**src/iosmc_pkg.sv**
```systemverilog
/*
 * Package for the I/O state machine configuration block: register map, field
 * positions, reset values and the carrier structs shared by the design files.
 * Assumes a classic Wishbone slave with 32-bit data and byte addressing.
 */
package iosmc_pkg;

  localparam int unsigned IOSMC_ADDR_W = 8;

  // Register byte offsets.
  localparam logic [7:0] IOSMC_CLKDIV_OFS = 8'h00;
  localparam logic [7:0] IOSMC_EXECCTRL_OFS = 8'h04;
  localparam logic [7:0] IOSMC_SHIFTCTRL_OFS = 8'h08;
  localparam logic [7:0] IOSMC_PINCTRL_OFS = 8'h0c;
  localparam logic [7:0] IOSMC_CTRL_OFS = 8'h10;
  localparam logic [7:0] IOSMC_STATUS_OFS = 8'h14;
  localparam logic [7:0] IOSMC_STEP_OFS = 8'h18;

  // Divider field positions inside the divider register.
  localparam int unsigned IOSMC_DIV_FRAC_LSB = 8;
  localparam int unsigned IOSMC_DIV_INT_LSB = 16;

  // Reset values.
  localparam logic [15:0] IOSMC_DIV_INT_RST = 16'h0001;
  localparam logic [7:0] IOSMC_DIV_FRAC_RST = 8'h00;
  localparam logic [5:0] IOSMC_OUT_COUNT_RST = 6'h20;
  localparam logic [5:0] IOSMC_THRESH_RST = 6'h20;
  localparam logic [4:0] IOSMC_WRAP_TOP_RST = 5'h1f;
  localparam logic [4:0] IOSMC_WRAP_BOTTOM_RST = 5'h00;

  localparam logic [2:0] IOSMC_SIDE_MAX = 3'h5;
  localparam logic [2:0] IOSMC_IMM_MAX = 3'h5;
  localparam logic [5:0] IOSMC_PIN_MAX = 6'h20;

  typedef enum logic [1:0] {
    IOSMC_STAT_TX_BELOW = 2'h0,
    IOSMC_STAT_RX_BELOW = 2'h1
  } iosmc_stat_sel_t;

  // Execution control: EXECCTRL register layout, MSB first.
  typedef struct packed {
    logic [5:0] status_n;          // [31:26]
    logic side_en;                 // [25] optional side-drive flag
    logic side_pindir;             // [24]
    logic [4:0] branch_pin;        // [23:19]
    logic [4:0] aux_en_idx;        // [18:14]
    logic aux_en;                  // [13]
    logic sticky;                  // [12]
    logic [4:0] loop_top;          // [11:7]
    logic [4:0] loop_return_addr;  // [6:2]
    logic [1:0] status_sel;        // [1:0]
  } iosmc_exec_t;

  // Shift control: SHIFTCTRL register layout.
  typedef struct packed {
    logic [17:0] rsvd;             // [31:14]
    logic [5:0] out_thresh;        // [13:8]
    logic [1:0] rsvd2;             // [7:6]
    logic [1:0] rsvd3;             // [5:4]
    logic out_right;               // [3]
    logic in_right;                // [2]
    logic auto_refill;             // [1]
    logic auto_deposit;            // [0]
  } iosmc_shift_hdr_t;

  // Pin control: PINCTRL register layout.
  typedef struct packed {
    logic [2:0] side_count;        // [31:29]
    logic [2:0] imm_count;         // [28:26]
    logic [5:0] out_count;         // [25:20]
    logic [4:0] side_base;         // [19:15]
    logic [4:0] imm_base;          // [14:10]
    logic [4:0] in_base;           // [9:5]
    logic [4:0] out_base;          // [4:0]
  } iosmc_pin_t;

  // Pin write request from the datapath to the pin mapper.
  typedef struct packed {
    logic out_wr;
    logic [31:0] out_data;
    logic imm_wr;
    logic [4:0] imm_data;
    logic imm_dir;
    logic side_wr;
    logic [4:0] side_data;
  } iosmc_pinreq_t;

endpackage

```
**src/iosmc_clkdiv.sv**
```systemverilog
/*
 * Fractional clock-enable generator for the I/O state machine.
 * Assumes the divisor inputs come from registers in the same clock domain.
 */
`timescale 1ns/1ps
module iosmc_clkdiv #(
  parameter int unsigned INT_W = 16,
  parameter int unsigned FRAC_W = 8
) (
  input wire logic clock_i,              // System clock.
  input wire logic srst_i,               // Synchronous reset, active high.
  input wire logic run_i,                // Machine enabled.
  input wire logic [INT_W-1:0] div_int_i, // Integer divisor part.
  input wire logic [FRAC_W-1:0] div_frac_i, // Fraction in 1/256ths.
  output logic adv_o                     // One-cycle advance strobe.
);
  import iosmc_pkg::*;

  typedef struct packed {
    logic [INT_W+FRAC_W-1:0] acc;
    logic adv;
  } iosmc_div_st_t;

  iosmc_div_st_t st_ff;
  iosmc_div_st_t nxt_st;
  logic [INT_W+FRAC_W-1:0] step;
  logic [INT_W+FRAC_W-1:0] div;
  logic [INT_W+FRAC_W-1:0] one;

  // A gated enable keeps everything on one clock; no derived clock tree.
  always_comb begin
    one = {{(INT_W-1){1'b0}}, 1'b1, {FRAC_W{1'b0}}};
    div = {div_int_i, div_frac_i};
    // An integer part of zero counts as a divisor of 32768.
    if (div_int_i == '0) begin
      div = {1'b1, {(INT_W+FRAC_W-1){1'b0}}};
    end
    step = st_ff.acc + one;
    nxt_st = st_ff;
    nxt_st.adv = 1'b0;
    if (!run_i) begin
      nxt_st.acc = '0;
    end else if (step >= div) begin
      // Fraction remainder carries over, so a non-integer divisor spaces
      // enables unevenly: 2.5 gives gaps of 2 and 3.
      nxt_st.acc = step - div;
      nxt_st.adv = 1'b1; // One cycle in n for an integer n; n=1 every cycle.
    end else begin
      nxt_st.acc = step;
    end
  end

  always_ff @(posedge clock_i) begin
    if (srst_i) begin
      st_ff <= '0;
    end else begin
      st_ff <= nxt_st;
    end
  end

  assign adv_o = st_ff.adv;

endmodule

```
**src/iosmc_pinmap.sv**
```systemverilog
/*
 * Pin mapper: places output, immediate and side-drive writes onto the 32
 * pin value and direction lines, with sticky re-assertion.
 * Assumes requests arrive as one-cycle strobes qualified by the advance.
 */
`timescale 1ns/1ps
module iosmc_pinmap #(
  parameter int unsigned PINS = 32
) (
  input wire logic clock_i,                 // System clock.
  input wire logic srst_i,                  // Synchronous reset, active high.
  input wire logic adv_i,                   // Advance strobe.
  input iosmc_pkg::iosmc_pin_t pin_i,       // Pin group configuration.
  input wire logic sticky_i,                // Sticky output enable.
  input wire logic side_pindir_i,           // Side-drive drives directions.
  input iosmc_pkg::iosmc_pinreq_t req_i,    // Pin write request.
  output logic [PINS-1:0] pin_val_o,        // Pin output values.
  output logic [PINS-1:0] pin_dir_o         // Pin directions, 1 = out.
);
  import iosmc_pkg::*;

  typedef struct packed {
    logic [PINS-1:0] val;
    logic [PINS-1:0] dir;
    logic [PINS-1:0] last_val;
    logic [PINS-1:0] last_msk;
  } iosmc_map_st_t;

  iosmc_map_st_t st_ff;
  iosmc_map_st_t nxt_st;
  logic [PINS-1:0] out_msk;
  logic [PINS-1:0] out_val;
  logic [PINS-1:0] imm_msk;
  logic [PINS-1:0] imm_val;
  logic [PINS-1:0] side_msk;
  logic [PINS-1:0] side_val;

  // Each group rotates from its own base, so groups may share any pin.
  for (genvar g = 0; g < PINS; g++) begin : g_pin
    localparam logic [4:0] PIDX = 5'(g);
    logic [4:0] ro;
    logic [4:0] ri;
    logic [4:0] rs;
    assign ro = PIDX - pin_i.out_base;
    assign ri = PIDX - pin_i.imm_base;
    assign rs = PIDX - pin_i.side_base;
    assign out_msk[g] = {1'b0, ro} < pin_i.out_count;
    assign out_val[g] = req_i.out_data[ro];
    assign imm_msk[g] = {2'b00, ri} < {3'b000, pin_i.imm_count};
    assign imm_val[g] = (ri < 5'h05) ? req_i.imm_data[ri[2:0]] : 1'b0;
    assign side_msk[g] = {2'b00, rs} < {3'b000, pin_i.side_count};
    assign side_val[g] = (rs < 5'h05) ? req_i.side_data[rs[2:0]] : 1'b0;
  end

  always_comb begin
    nxt_st = st_ff;
    if (adv_i) begin
      if (req_i.out_wr) begin
        nxt_st.val = (st_ff.val & ~out_msk) | (out_val & out_msk);
        nxt_st.last_val = (st_ff.last_val & ~out_msk) | (out_val & out_msk);
        nxt_st.last_msk = out_msk;
      end
      if (req_i.imm_wr && !req_i.imm_dir) begin
        nxt_st.val = (nxt_st.val & ~imm_msk) | (imm_val & imm_msk);
        nxt_st.last_val = (nxt_st.last_val & ~imm_msk) | (imm_val & imm_msk);
        nxt_st.last_msk = imm_msk;
      end else if (req_i.imm_wr) begin
        nxt_st.dir = (st_ff.dir & ~imm_msk) | (imm_val & imm_msk);
      end
      // Re-assert the last output or immediate values when idle.
      if (sticky_i && !req_i.out_wr && !req_i.imm_wr) begin
        nxt_st.val = (st_ff.val & ~st_ff.last_msk) | (st_ff.last_val & st_ff.last_msk);
      end
      // Side-drive lands last so it wins over a same-cycle data write.
      if (req_i.side_wr) begin
        if (side_pindir_i) begin
          nxt_st.dir = (nxt_st.dir & ~side_msk) | (side_val & side_msk);
        end else begin
          nxt_st.val = (nxt_st.val & ~side_msk) | (side_val & side_msk);
        end
      end
    end
  end

  always_ff @(posedge clock_i) begin
    if (srst_i) begin
      st_ff <= '0;
    end else begin
      st_ff <= nxt_st;
    end
  end

  assign pin_val_o = st_ff.val;
  assign pin_dir_o = st_ff.dir;

endmodule

```
**src/iosmc_top.sv**
```systemverilog
/*
 * Configuration and execution control for one programmable I/O state
 * machine: Wishbone registers, divider, shift registers and pin mapping.
 * Assumes a classic Wishbone master and GPIO inputs synchronous to clock_i.
 */
// Decided for this implementation: the Wishbone register port and the register addresses.
`timescale 1ns/1ps
module iosmc_top (
  input wire logic clock_i,                 // System clock, 125 MHz.
  input wire logic srst_i,                  // Synchronous reset, active high.
  input wire logic wb_cyc_i,                // Wishbone cycle.
  input wire logic wb_stb_i,                // Wishbone strobe.
  input wire logic wb_we_i,                 // Wishbone write enable.
  input wire logic [iosmc_pkg::IOSMC_ADDR_W-1:0] wb_adr_i, // Byte address.
  input wire logic [3:0] wb_sel_i,          // Byte enables.
  input wire logic [31:0] wb_dat_i,         // Write data.
  output logic [31:0] wb_dat_o,             // Read data.
  output logic wb_ack_o,                    // Acknowledge.
  input wire logic [31:0] gpio_i,           // GPIO input levels.
  input wire logic tx_data_valid_i,         // Refill word available.
  input wire logic [31:0] tx_data_i,        // Refill word.
  input wire logic [2:0] tx_level_i,        // Transmit queue level.
  input wire logic [2:0] rx_level_i,        // Receive queue level.
  output logic tx_pop_o,                    // Refill taken, one cycle.
  output logic rx_push_o,                   // Deposit strobe, one cycle.
  output logic [31:0] rx_data_o,            // Deposited word.
  output logic [31:0] pin_val_o,            // Pin output values.
  output logic [31:0] pin_dir_o,            // Pin directions, 1 = out.
  output logic adv_o,                       // Advance strobe, delayed by one cycle.
  output logic branch_pin_o,                // Sampled branch pin level.
  output logic status_o                     // Status-move comparison result.
);
  import iosmc_pkg::*;

  typedef struct packed {
    logic [15:0] div_int;
    logic [7:0] div_frac;
    iosmc_exec_t exe;
    iosmc_shift_hdr_t shf;
    logic [5:0] in_thresh;
    iosmc_pin_t pin;
    logic run;
    logic [15:0] step;          // Pending step word.
    logic step_go;
    // Latched configuration for the step in progress.
    iosmc_pin_t act_pin;
    logic [2:0] act_side_cnt;
    // Datapath.
    logic [4:0] pc;
    logic [4:0] dly;
    logic [31:0] isr;
    logic [31:0] osr;
    logic [5:0] isr_cnt;
    logic [5:0] osr_cnt;
    logic [31:0] x;
    // Bus and output registers.
    logic ack;
    logic [31:0] rdat;
    logic tx_pop;
    logic rx_push;
    logic [31:0] rx_data;
    logic branch_pin;
    logic status;
  } iosmc_st_t;

  iosmc_st_t st_ff;
  iosmc_st_t nxt_st;
  logic adv;
  logic adv_ff;
  iosmc_pinreq_t req;
  logic wb_hit;
  logic [31:0] wmask;
  logic [31:0] rd_mux;
  logic [2:0] side_bits;
  logic [4:0] side_raw;
  logic [4:0] dly_raw;
  logic side_apply;
  logic [5:0] nbits;
  logic [31:0] in_word;
  logic [31:0] out_word;
  logic [4:0] delay_msk;

  iosmc_clkdiv #(.INT_W(16), .FRAC_W(8)) u_div (
    .clock_i(clock_i),
    .srst_i(srst_i),
    .run_i(st_ff.run),
    .div_int_i(st_ff.div_int),
    .div_frac_i(st_ff.div_frac),
    .adv_o(adv)
  );

  iosmc_pinmap #(.PINS(32)) u_pins (
    .clock_i(clock_i),
    .srst_i(srst_i),
    .adv_i(adv),
    .pin_i(st_ff.act_pin),
    .sticky_i(st_ff.exe.sticky),
    .side_pindir_i(st_ff.exe.side_pindir),
    .req_i(req),
    .pin_val_o(pin_val_o),
    .pin_dir_o(pin_dir_o)
  );

  // Step word: [15:13] op, [12:8] side/delay field, [7:0] operand.
  // op 0 nop, 1 shift-in from pins, 2 shift-out to pins, 3 immediate value,
  // 4 immediate direction, 5 branch on pin to operand address.
  always_comb begin
    side_bits = (st_ff.act_side_cnt > IOSMC_SIDE_MAX) ? IOSMC_SIDE_MAX : st_ff.act_side_cnt;
    side_raw = st_ff.step[12:8] >> (3'h5 - side_bits);
    // Side-drive bits are stolen from the top of the delay field.
    delay_msk = 5'h1f >> side_bits;
    dly_raw = st_ff.step[12:8] & delay_msk;
    side_apply = (side_bits != 3'h0);
    if (st_ff.exe.side_en && side_bits != 3'h0) begin
      // Top side bit is the per-step apply flag.
      side_apply = side_raw[side_bits-3'h1];
      side_raw = side_raw & ~(5'h01 << (side_bits - 3'h1));
    end
    nbits = (st_ff.step[5:0] == 6'h00 || st_ff.step[5:0] > IOSMC_PIN_MAX) ?
            IOSMC_PIN_MAX : st_ff.step[5:0];
    // Input pins read from the in base upward.
    in_word = (gpio_i >> st_ff.act_pin.in_base) | (gpio_i << (6'h20 - {1'b0, st_ff.act_pin.in_base}));
    out_word = st_ff.shf.out_right ? st_ff.osr : (st_ff.osr >> (6'h20 - nbits));
    req = '0;
    req.side_wr = side_apply && st_ff.step_go && st_ff.dly == 5'h00;
    req.side_data = side_raw;
    if (st_ff.step_go && st_ff.dly == 5'h00) begin
      unique case (st_ff.step[15:13])
        3'h2: begin
          // Auxiliary enable bit of the shifted data gates the pin write.
          req.out_wr = !st_ff.exe.aux_en || st_ff.osr[st_ff.exe.aux_en_idx];
          req.out_data = out_word;
        end
        3'h3: begin
          req.imm_wr = 1'b1;
          req.imm_data = st_ff.step[4:0];
        end
        3'h4: begin
          req.imm_wr = 1'b1;
          req.imm_dir = 1'b1;
          req.imm_data = st_ff.step[4:0];
        end
        default: begin
          req.out_wr = 1'b0;
        end
      endcase
    end
  end

  // Wishbone decode and write masking.
  always_comb begin
    wb_hit = wb_cyc_i && wb_stb_i && !st_ff.ack;
    wmask = {{8{wb_sel_i[3]}}, {8{wb_sel_i[2]}}, {8{wb_sel_i[1]}}, {8{wb_sel_i[0]}}};
    unique case (wb_adr_i)
      IOSMC_CLKDIV_OFS: rd_mux = {st_ff.div_int, st_ff.div_frac, 8'h00};
      IOSMC_EXECCTRL_OFS: rd_mux = st_ff.exe;
      IOSMC_SHIFTCTRL_OFS: rd_mux = {10'h000, st_ff.in_thresh, 2'h0, st_ff.shf.out_thresh,
                                     4'h0, st_ff.shf[3:0]};
      IOSMC_PINCTRL_OFS: rd_mux = st_ff.pin;
      IOSMC_CTRL_OFS: rd_mux = {31'h0, st_ff.run};
      IOSMC_STATUS_OFS: rd_mux = {st_ff.isr_cnt, st_ff.osr_cnt, st_ff.pc, st_ff.dly,
                                  8'h00, st_ff.status, st_ff.branch_pin};
      IOSMC_STEP_OFS: rd_mux = {15'h0, st_ff.step_go, st_ff.step};
      default: rd_mux = 32'h0000_0000;
    endcase
  end

  always_comb begin
    nxt_st = st_ff;
    nxt_st.ack = wb_hit;
    nxt_st.rdat = wb_hit ? rd_mux : 32'h0000_0000;
    nxt_st.tx_pop = 1'b0;
    nxt_st.rx_push = 1'b0;
    if (wb_hit && wb_we_i) begin
      unique case (wb_adr_i)
        IOSMC_CLKDIV_OFS: begin
          nxt_st.div_int = (st_ff.div_int & ~wmask[31:16]) | (wb_dat_i[31:16] & wmask[31:16]);
          nxt_st.div_frac = (st_ff.div_frac & ~wmask[15:8]) | (wb_dat_i[15:8] & wmask[15:8]);
        end
        IOSMC_EXECCTRL_OFS: nxt_st.exe = (st_ff.exe & ~wmask) | (wb_dat_i & wmask);
        IOSMC_SHIFTCTRL_OFS: begin
          if (wb_sel_i[0]) nxt_st.shf[3:0] = wb_dat_i[3:0];
          if (wb_sel_i[1]) nxt_st.shf.out_thresh = wb_dat_i[13:8];
          if (wb_sel_i[2]) nxt_st.in_thresh = wb_dat_i[21:16];
        end
        IOSMC_PINCTRL_OFS: nxt_st.pin = (st_ff.pin & ~wmask) | (wb_dat_i & wmask);
        IOSMC_CTRL_OFS: if (wb_sel_i[0]) nxt_st.run = wb_dat_i[0];
        IOSMC_STEP_OFS: begin
          // A new step is refused while one is still running. Steps move only on
          // an advance, so a stopped machine never executes one.
          if (!st_ff.step_go && wb_sel_i[1:0] == 2'h3) begin
            nxt_st.step = wb_dat_i[15:0];
            nxt_st.step_go = 1'b1;
            // Pin and side sizing are frozen for the whole step.
            nxt_st.act_pin = st_ff.pin;
            nxt_st.act_side_cnt = st_ff.pin.side_count;
          end
        end
        default: nxt_st.run = st_ff.run;
      endcase
    end
    // Clamp illegal pin counts to their documented maximum.
    if (nxt_st.pin.out_count > IOSMC_PIN_MAX) nxt_st.pin.out_count = IOSMC_PIN_MAX;
    if (nxt_st.pin.imm_count > IOSMC_IMM_MAX) nxt_st.pin.imm_count = IOSMC_IMM_MAX;
    if (nxt_st.pin.side_count > IOSMC_SIDE_MAX) nxt_st.pin.side_count = IOSMC_SIDE_MAX;
    // Everything below moves only on an advance; other cycles hold.
    if (adv) begin
      // Branch pin is an absolute GPIO number.
      nxt_st.branch_pin = gpio_i[st_ff.exe.branch_pin];
      nxt_st.status = (st_ff.exe.status_sel == IOSMC_STAT_RX_BELOW) ?
                      ({3'h0, rx_level_i} < st_ff.exe.status_n) :
                      ({3'h0, tx_level_i} < st_ff.exe.status_n);
      if (st_ff.step_go && st_ff.dly != 5'h00) begin
        nxt_st.dly = st_ff.dly - 5'h01;
        if (st_ff.dly == 5'h01) nxt_st.step_go = 1'b0;
      end else if (st_ff.step_go) begin
        nxt_st.dly = dly_raw;
        nxt_st.step_go = (dly_raw != 5'h00);
        nxt_st.pc = (st_ff.pc == st_ff.exe.loop_top) ? st_ff.exe.loop_return_addr :
                    st_ff.pc + 5'h01;
        unique case (st_ff.step[15:13])
          3'h1: begin
            nxt_st.isr = st_ff.shf.in_right ?
                         ((st_ff.isr >> nbits) | (in_word << (6'h20 - nbits))) :
                         ((st_ff.isr << nbits) | (in_word & ~(32'hffff_ffff << nbits)));
            nxt_st.isr_cnt = ({1'b0, st_ff.isr_cnt} + {1'b0, nbits} > {1'b0, IOSMC_PIN_MAX}) ?
                             IOSMC_PIN_MAX :
                             6'(st_ff.isr_cnt + nbits);
            // Deposit once the threshold is reached.
            if (st_ff.shf.auto_deposit && nxt_st.isr_cnt >= st_ff.in_thresh) begin
              nxt_st.rx_push = 1'b1;
              nxt_st.rx_data = nxt_st.isr;
              nxt_st.isr = 32'h0000_0000;
              nxt_st.isr_cnt = 6'h00;
            end
          end
          3'h2: begin
            nxt_st.osr = st_ff.shf.out_right ? (st_ff.osr >> nbits) : (st_ff.osr << nbits);
            nxt_st.osr_cnt = ({1'b0, st_ff.osr_cnt} + {1'b0, nbits} > {1'b0, IOSMC_PIN_MAX}) ?
                             IOSMC_PIN_MAX :
                             6'(st_ff.osr_cnt + nbits);
            // Refill once the threshold has gone out.
            if (st_ff.shf.auto_refill && nxt_st.osr_cnt >= st_ff.shf.out_thresh &&
                tx_data_valid_i) begin
              nxt_st.tx_pop = 1'b1;
              nxt_st.osr = tx_data_i;
              nxt_st.osr_cnt = 6'h00;
            end
          end
          3'h5: if (gpio_i[st_ff.exe.branch_pin]) nxt_st.pc = st_ff.step[4:0];
          default: nxt_st.x = st_ff.x;
        endcase
      end
    end
  end

  always_ff @(posedge clock_i) begin
    if (srst_i) begin
      st_ff <= '0;
      st_ff.div_int <= IOSMC_DIV_INT_RST;
      st_ff.div_frac <= IOSMC_DIV_FRAC_RST;
      // Defaults: right shifts, autos off, both thresholds 32.
      st_ff.exe.loop_top <= IOSMC_WRAP_TOP_RST;
      st_ff.exe.loop_return_addr <= IOSMC_WRAP_BOTTOM_RST;
      st_ff.exe.status_sel <= IOSMC_STAT_TX_BELOW;
      st_ff.shf.in_right <= 1'b1;
      st_ff.shf.out_right <= 1'b1;
      st_ff.shf.out_thresh <= IOSMC_THRESH_RST;
      st_ff.in_thresh <= IOSMC_THRESH_RST;
      // Defaults: 32 output pins at 0, no immediate pins, side off.
      st_ff.pin.out_count <= IOSMC_OUT_COUNT_RST;
      st_ff.act_pin.out_count <= IOSMC_OUT_COUNT_RST;
      adv_ff <= 1'b0;
    end else begin
      st_ff <= nxt_st;
      adv_ff <= adv;
    end
  end

  assign wb_ack_o = st_ff.ack;
  assign wb_dat_o = st_ff.rdat;
  assign tx_pop_o = st_ff.tx_pop;
  assign rx_push_o = st_ff.rx_push;
  assign rx_data_o = st_ff.rx_data;
  assign adv_o = adv_ff;
  assign branch_pin_o = st_ff.branch_pin;
  assign status_o = st_ff.status;

endmodule

```
**config.mk**
```make
export PLATFORM = sky130hd
export DESIGN_NAME = iosmc_top
export DESIGN_NICKNAME = d
export VERILOG_FILES = /design/src/iosmc_pkg.sv /design/src/iosmc_clkdiv.sv /design/src/iosmc_pinmap.sv /design/src/iosmc_top.sv
export SDC_FILE = /design/constraint.sdc
export NUM_CORES = 2
export LEC_CHECK = 0
export BUFFER_PORTS_ARGS = -buffer_cell sky130_fd_sc_hd__buf_2
export CAP_MARGIN = 20
export CELL_PAD_IN_SITES_DETAIL_PLACEMENT = 1
export CELL_PAD_IN_SITES_GLOBAL_PLACEMENT = 1
export CORE_MARGIN = 2
export CORE_UTILIZATION = 50
export CTS_CLUSTER_SIZE = 10
export DETAILED_ROUTE_END_ITERATION = 6
export MAX_ROUTING_LAYER = met4
export PLACE_DENSITY_LB_ADDON = 0.1
export SLEW_MARGIN = 30
export SYNTH_ARGS = -nofsm -noshare
export SYNTH_HDL_FRONTEND = slang
export SYNTH_HIERARCHICAL = 1
export SYNTH_SLANG_ARGS = --single-unit
```
**constraint.sdc**
```tcl
create_clock -name clock_i -period 13.4 [get_ports clock_i]
set_input_delay 2.68 -clock clock_i [delete_from_list [all_inputs] [get_ports clock_i]]
set_output_delay 2.68 -clock clock_i [all_outputs]
set_load 0.05 [all_outputs]
```
==> summary.md <==
| Metric | Value |
|---|---|
| Status | completed |
| Post-synthesis async set-or-reset flop share | 0 |
| Crit-path most repeated cell | nor2_1 |
| Sink Count | 463 |
| Max Freq | 0.146 GHz |
| Drc violations | 0 |
| Slew headroom | 0.230 |
| Setup bufs post-CTS | 0 |
| Pre-Repair DR Iteration Count | 7 |
| Clk Latency, worst-skew pair | 0.72 ns |
| Via count | 51800 |
| PwrDens | 62.2 nW/um^2 |
| Biggest area consumer among synthesized cells | dfxtp_1 |
| CTS tree | yes |
| Setup_tns | 0 ns |
| Area grow syn2layout | 6.01% |
| Total Power | 0.00316 W |
| First-pass GRT wire length | 338000 um |
| # IOs | 254 |
| Slowest cell on crit path | buf_4 |
| Post-synth net total | 6362 |
| Top post-synthesis cells by area | dfxtp_1 19%, mux4_2 9.9%, mux2i_1 9.6% |
| # fillers | 11700 |
| Worst path cell trace | nand2b_4 > inv_2 > buf_4 > ha_1 > buf_4 > inv_2 > buf_4 > nand2_1 > nor2_1 > nor2_1 > a21oi_1 > a21oi_1 > nor2_1 > a21oi_1 > nor2_1 > mux2_1 > mux2i_1 > mux4_1 > mux2i_1 > a311oi_1 > o32ai_1 |
| Starting density of the core | 0.504 |
| Yosys warning count | 6 |
| Final WL | 229000 um |
| Max incr delay on CP | 0.70 ns |
| Slew Limit Fails | 0 |
| Tightest Pin Transition | 1.15 ns |
| Crit path DAT | 7.44 ns |
| Die width | 313 um |
| Cell variety after synth | 121 |
| Root buf cell | clkbuf_16 |
| # nets final | 6204 |
| GPL Wtd Cong | 1.04 |
| CTS max path bufs | 3 |
| Layout cells sized above 1 | 0.151 |
| FF/Latch Area | 9280 sq um |
| # rows | 113 |
| Critical path class | reg2reg |
| DIE AREA | 98300 sq um |
| Hold Path Class | reg2reg |
| H-tree levels | 2 |
| Layout Cells excl Fill | 7212 |
| Die Y | 313 um |
| DR WL/cell | 31.8 um |
| Startpoint Class | register |
| Initial antenna violation count | 14 |
| Leakage | 19.6 nW |
| Total grt overflow | 0 |
| Crit path buffers/inverters | 5 |
| Core area | 95000 sq um |
| Max_cap viols | 0 |
| Clk slew on worst S/H paths | 0.06 ns |
| Clock Skew | 0.0508 ns |
| Fin. Hold Viols | 0 |
| Cts repair resizes | 0 |
| Post-synth top flop | dfxtp_1 |
| Fin crit period | 6.83 ns |
| Worst VDD drop | 104 uV |
| Worst-path fanout max | 64 |
| Gate Count Post-Synth | 6049 |
| Number of enable flip-flop cells after synthesis | 0 |
| Synth Register Bits | 463 |
| Hold Slack | 0.453 ns |
| Synth top cells by count | 734 x nand2_1, 557 x nor2_1, 463 x dfxtp_1 |
| Critical Path RT | 14.01 ns |
| Vias in the first global route | 51000 |
| Via density | 7.19 |
| Final worst-path cycle share | 0.510 |
| Total Routing Usage GR | 0.464 |
| Count leader, synth | nand2_1 |
| Syn_area_per_cell | 7.92 sq um |
| Final Setup Violations | 0 |
| Port-buffer cells | 253 |
| Inst Count DP | 7095 |
| Cell area after synthesis | 47900 sq um |
| Sequential area share after synthesis | 0.194 |
| Top delay family on crit path | buffers and inverters |
| Iter 0 DRT Violations | 6975 |
| Hold Buf Count CTS | 0 |
| Critical Path End Type | register |
| Area of the multi-input gates | 35300 sq um |
| Largest net degree at the start of global routing | 116 |
| RSZ-0062 raised after global routing | no |
| Post-synth top area share | 0.194 |
| CTS Buf Count | 59 |
| Detailed Place HPWL | 171000 um |
| Antenna-violating nets left | 0 |
==> path summary, 6_finish.rpt <==
path / slack [ns] / cells past startpoint / startpoint / endpoint
setup / recovery: 6.57 / 21 / st_ff[224] / u_pins/pin_val_o[26]
hold reg to reg: 0.45 / 2 / u_pins/st_ff[61] / u_pins/st_ff[61]
setup reg to reg: 6.57 / 21 / st_ff[224] / u_pins/pin_val_o[26]
hold / removal: 0.45 / 2 / u_pins/st_ff[61] / u_pins/st_ff[61]
==> power by group <==
part	total (W)	switching, W	internal [W]
Clock	0.00158	0.000701	0.000875
Combinational	0.000204	0.000139	0.0000650
Sequential	0.00138	0.000000742	0.00138
Total	0.00316	0.000841	0.00232
==> metal layers <==
metal | up-vias | track usage | routed length [um]
li1 | 22200 | - | -
met1 | 25600 | 0.586 | 90100
met2 | 3218 | 0.675 | 97900
met3 | 825 | 0.116 | 25700
met4 | 0 | 0.258 | 15500
met5 | - | - | 0
==> layout by cell type, fill, tap and decap left out, types with 39 or more instances in the layout <==
cell type and count:
o211ai_1 97, a31oi_1 88, a211oi_1 117, a22oi_1 67, a21o_1 54, clkbuf_16 59
or3_1 43, mux4_2 210, o31ai_1 39, nand2b_1 60, nor2b_1 62, dfxtp_1 457
inv_1 153, nand3_1 172, mux2i_1 459, o21ai_0 251, nand2_1 733, buf_2 254
xnor2_1 72, and2_1 46, ha_1 191, nor3_1 126, nor2_1 545, o22ai_1 49
a21oi_1 445, buf_4 102, o221ai_1 39, and3_1 65, xor2_1 39, mux2_2 91
==> through the flow <==
stage | setup WS, ns | util | area [sq um]
6_report | 6.57 | 0.534 | 50800
5_1_grt | 6.39 | 0.534 | 50800
4_1_cts | 6.73 | 0.533 | 50700
3_5_place_dp | 6.77 | 0.514 | 48800
3_3_place_gp | 7.00 | 0.514 | 48800
2_1_floorplan | 7.44 | - | 47900
==> area by class of cell <==
| cell class | count | share of cell area |
|---|---|---|
| clock buffers | 88 | 0.0336 |
| well taps | 1265 | 0.0312 |
| repair buffers | 359 | 0.0412 |
| inverters | 178 | 0.0133 |
| clock inverters | 11 | 0.00264 |
| multi-input cells | 4830 | 0.694 |
| flip-flops and latches | 463 | 0.183 |
| diodes | 18 | 0.000887 |
==> worst min-delay path, delay by kind of cell (launching register included) <==
kind	cells	cell delay, ns
flip-flops	1	0.30
AND/OR/NAND/NOR	1	0.05
AO/OA/AOI/OAI	1	0.05
==> kinds of logic (layout without fill, tap and decap cells) <==
kind of cell | after synthesis | count (layout) | share of synthesized area
buffers and inverters | 756 | 636 | 0.0744
AOI/OAI and AO/OA | 1667 | 1667 | 0.235
adders and majority gates | 199 | 199 | 0.0518
other | 0 | 18 | 0
and+or+nand+nor | 2052 | 2052 | 0.196
DFF | 463 | 463 | 0.194
xor gates and xnor gates | 124 | 124 | 0.0243
muxes | 788 | 788 | 0.225
No activity file was read; power rests on OpenSTA's default activity.
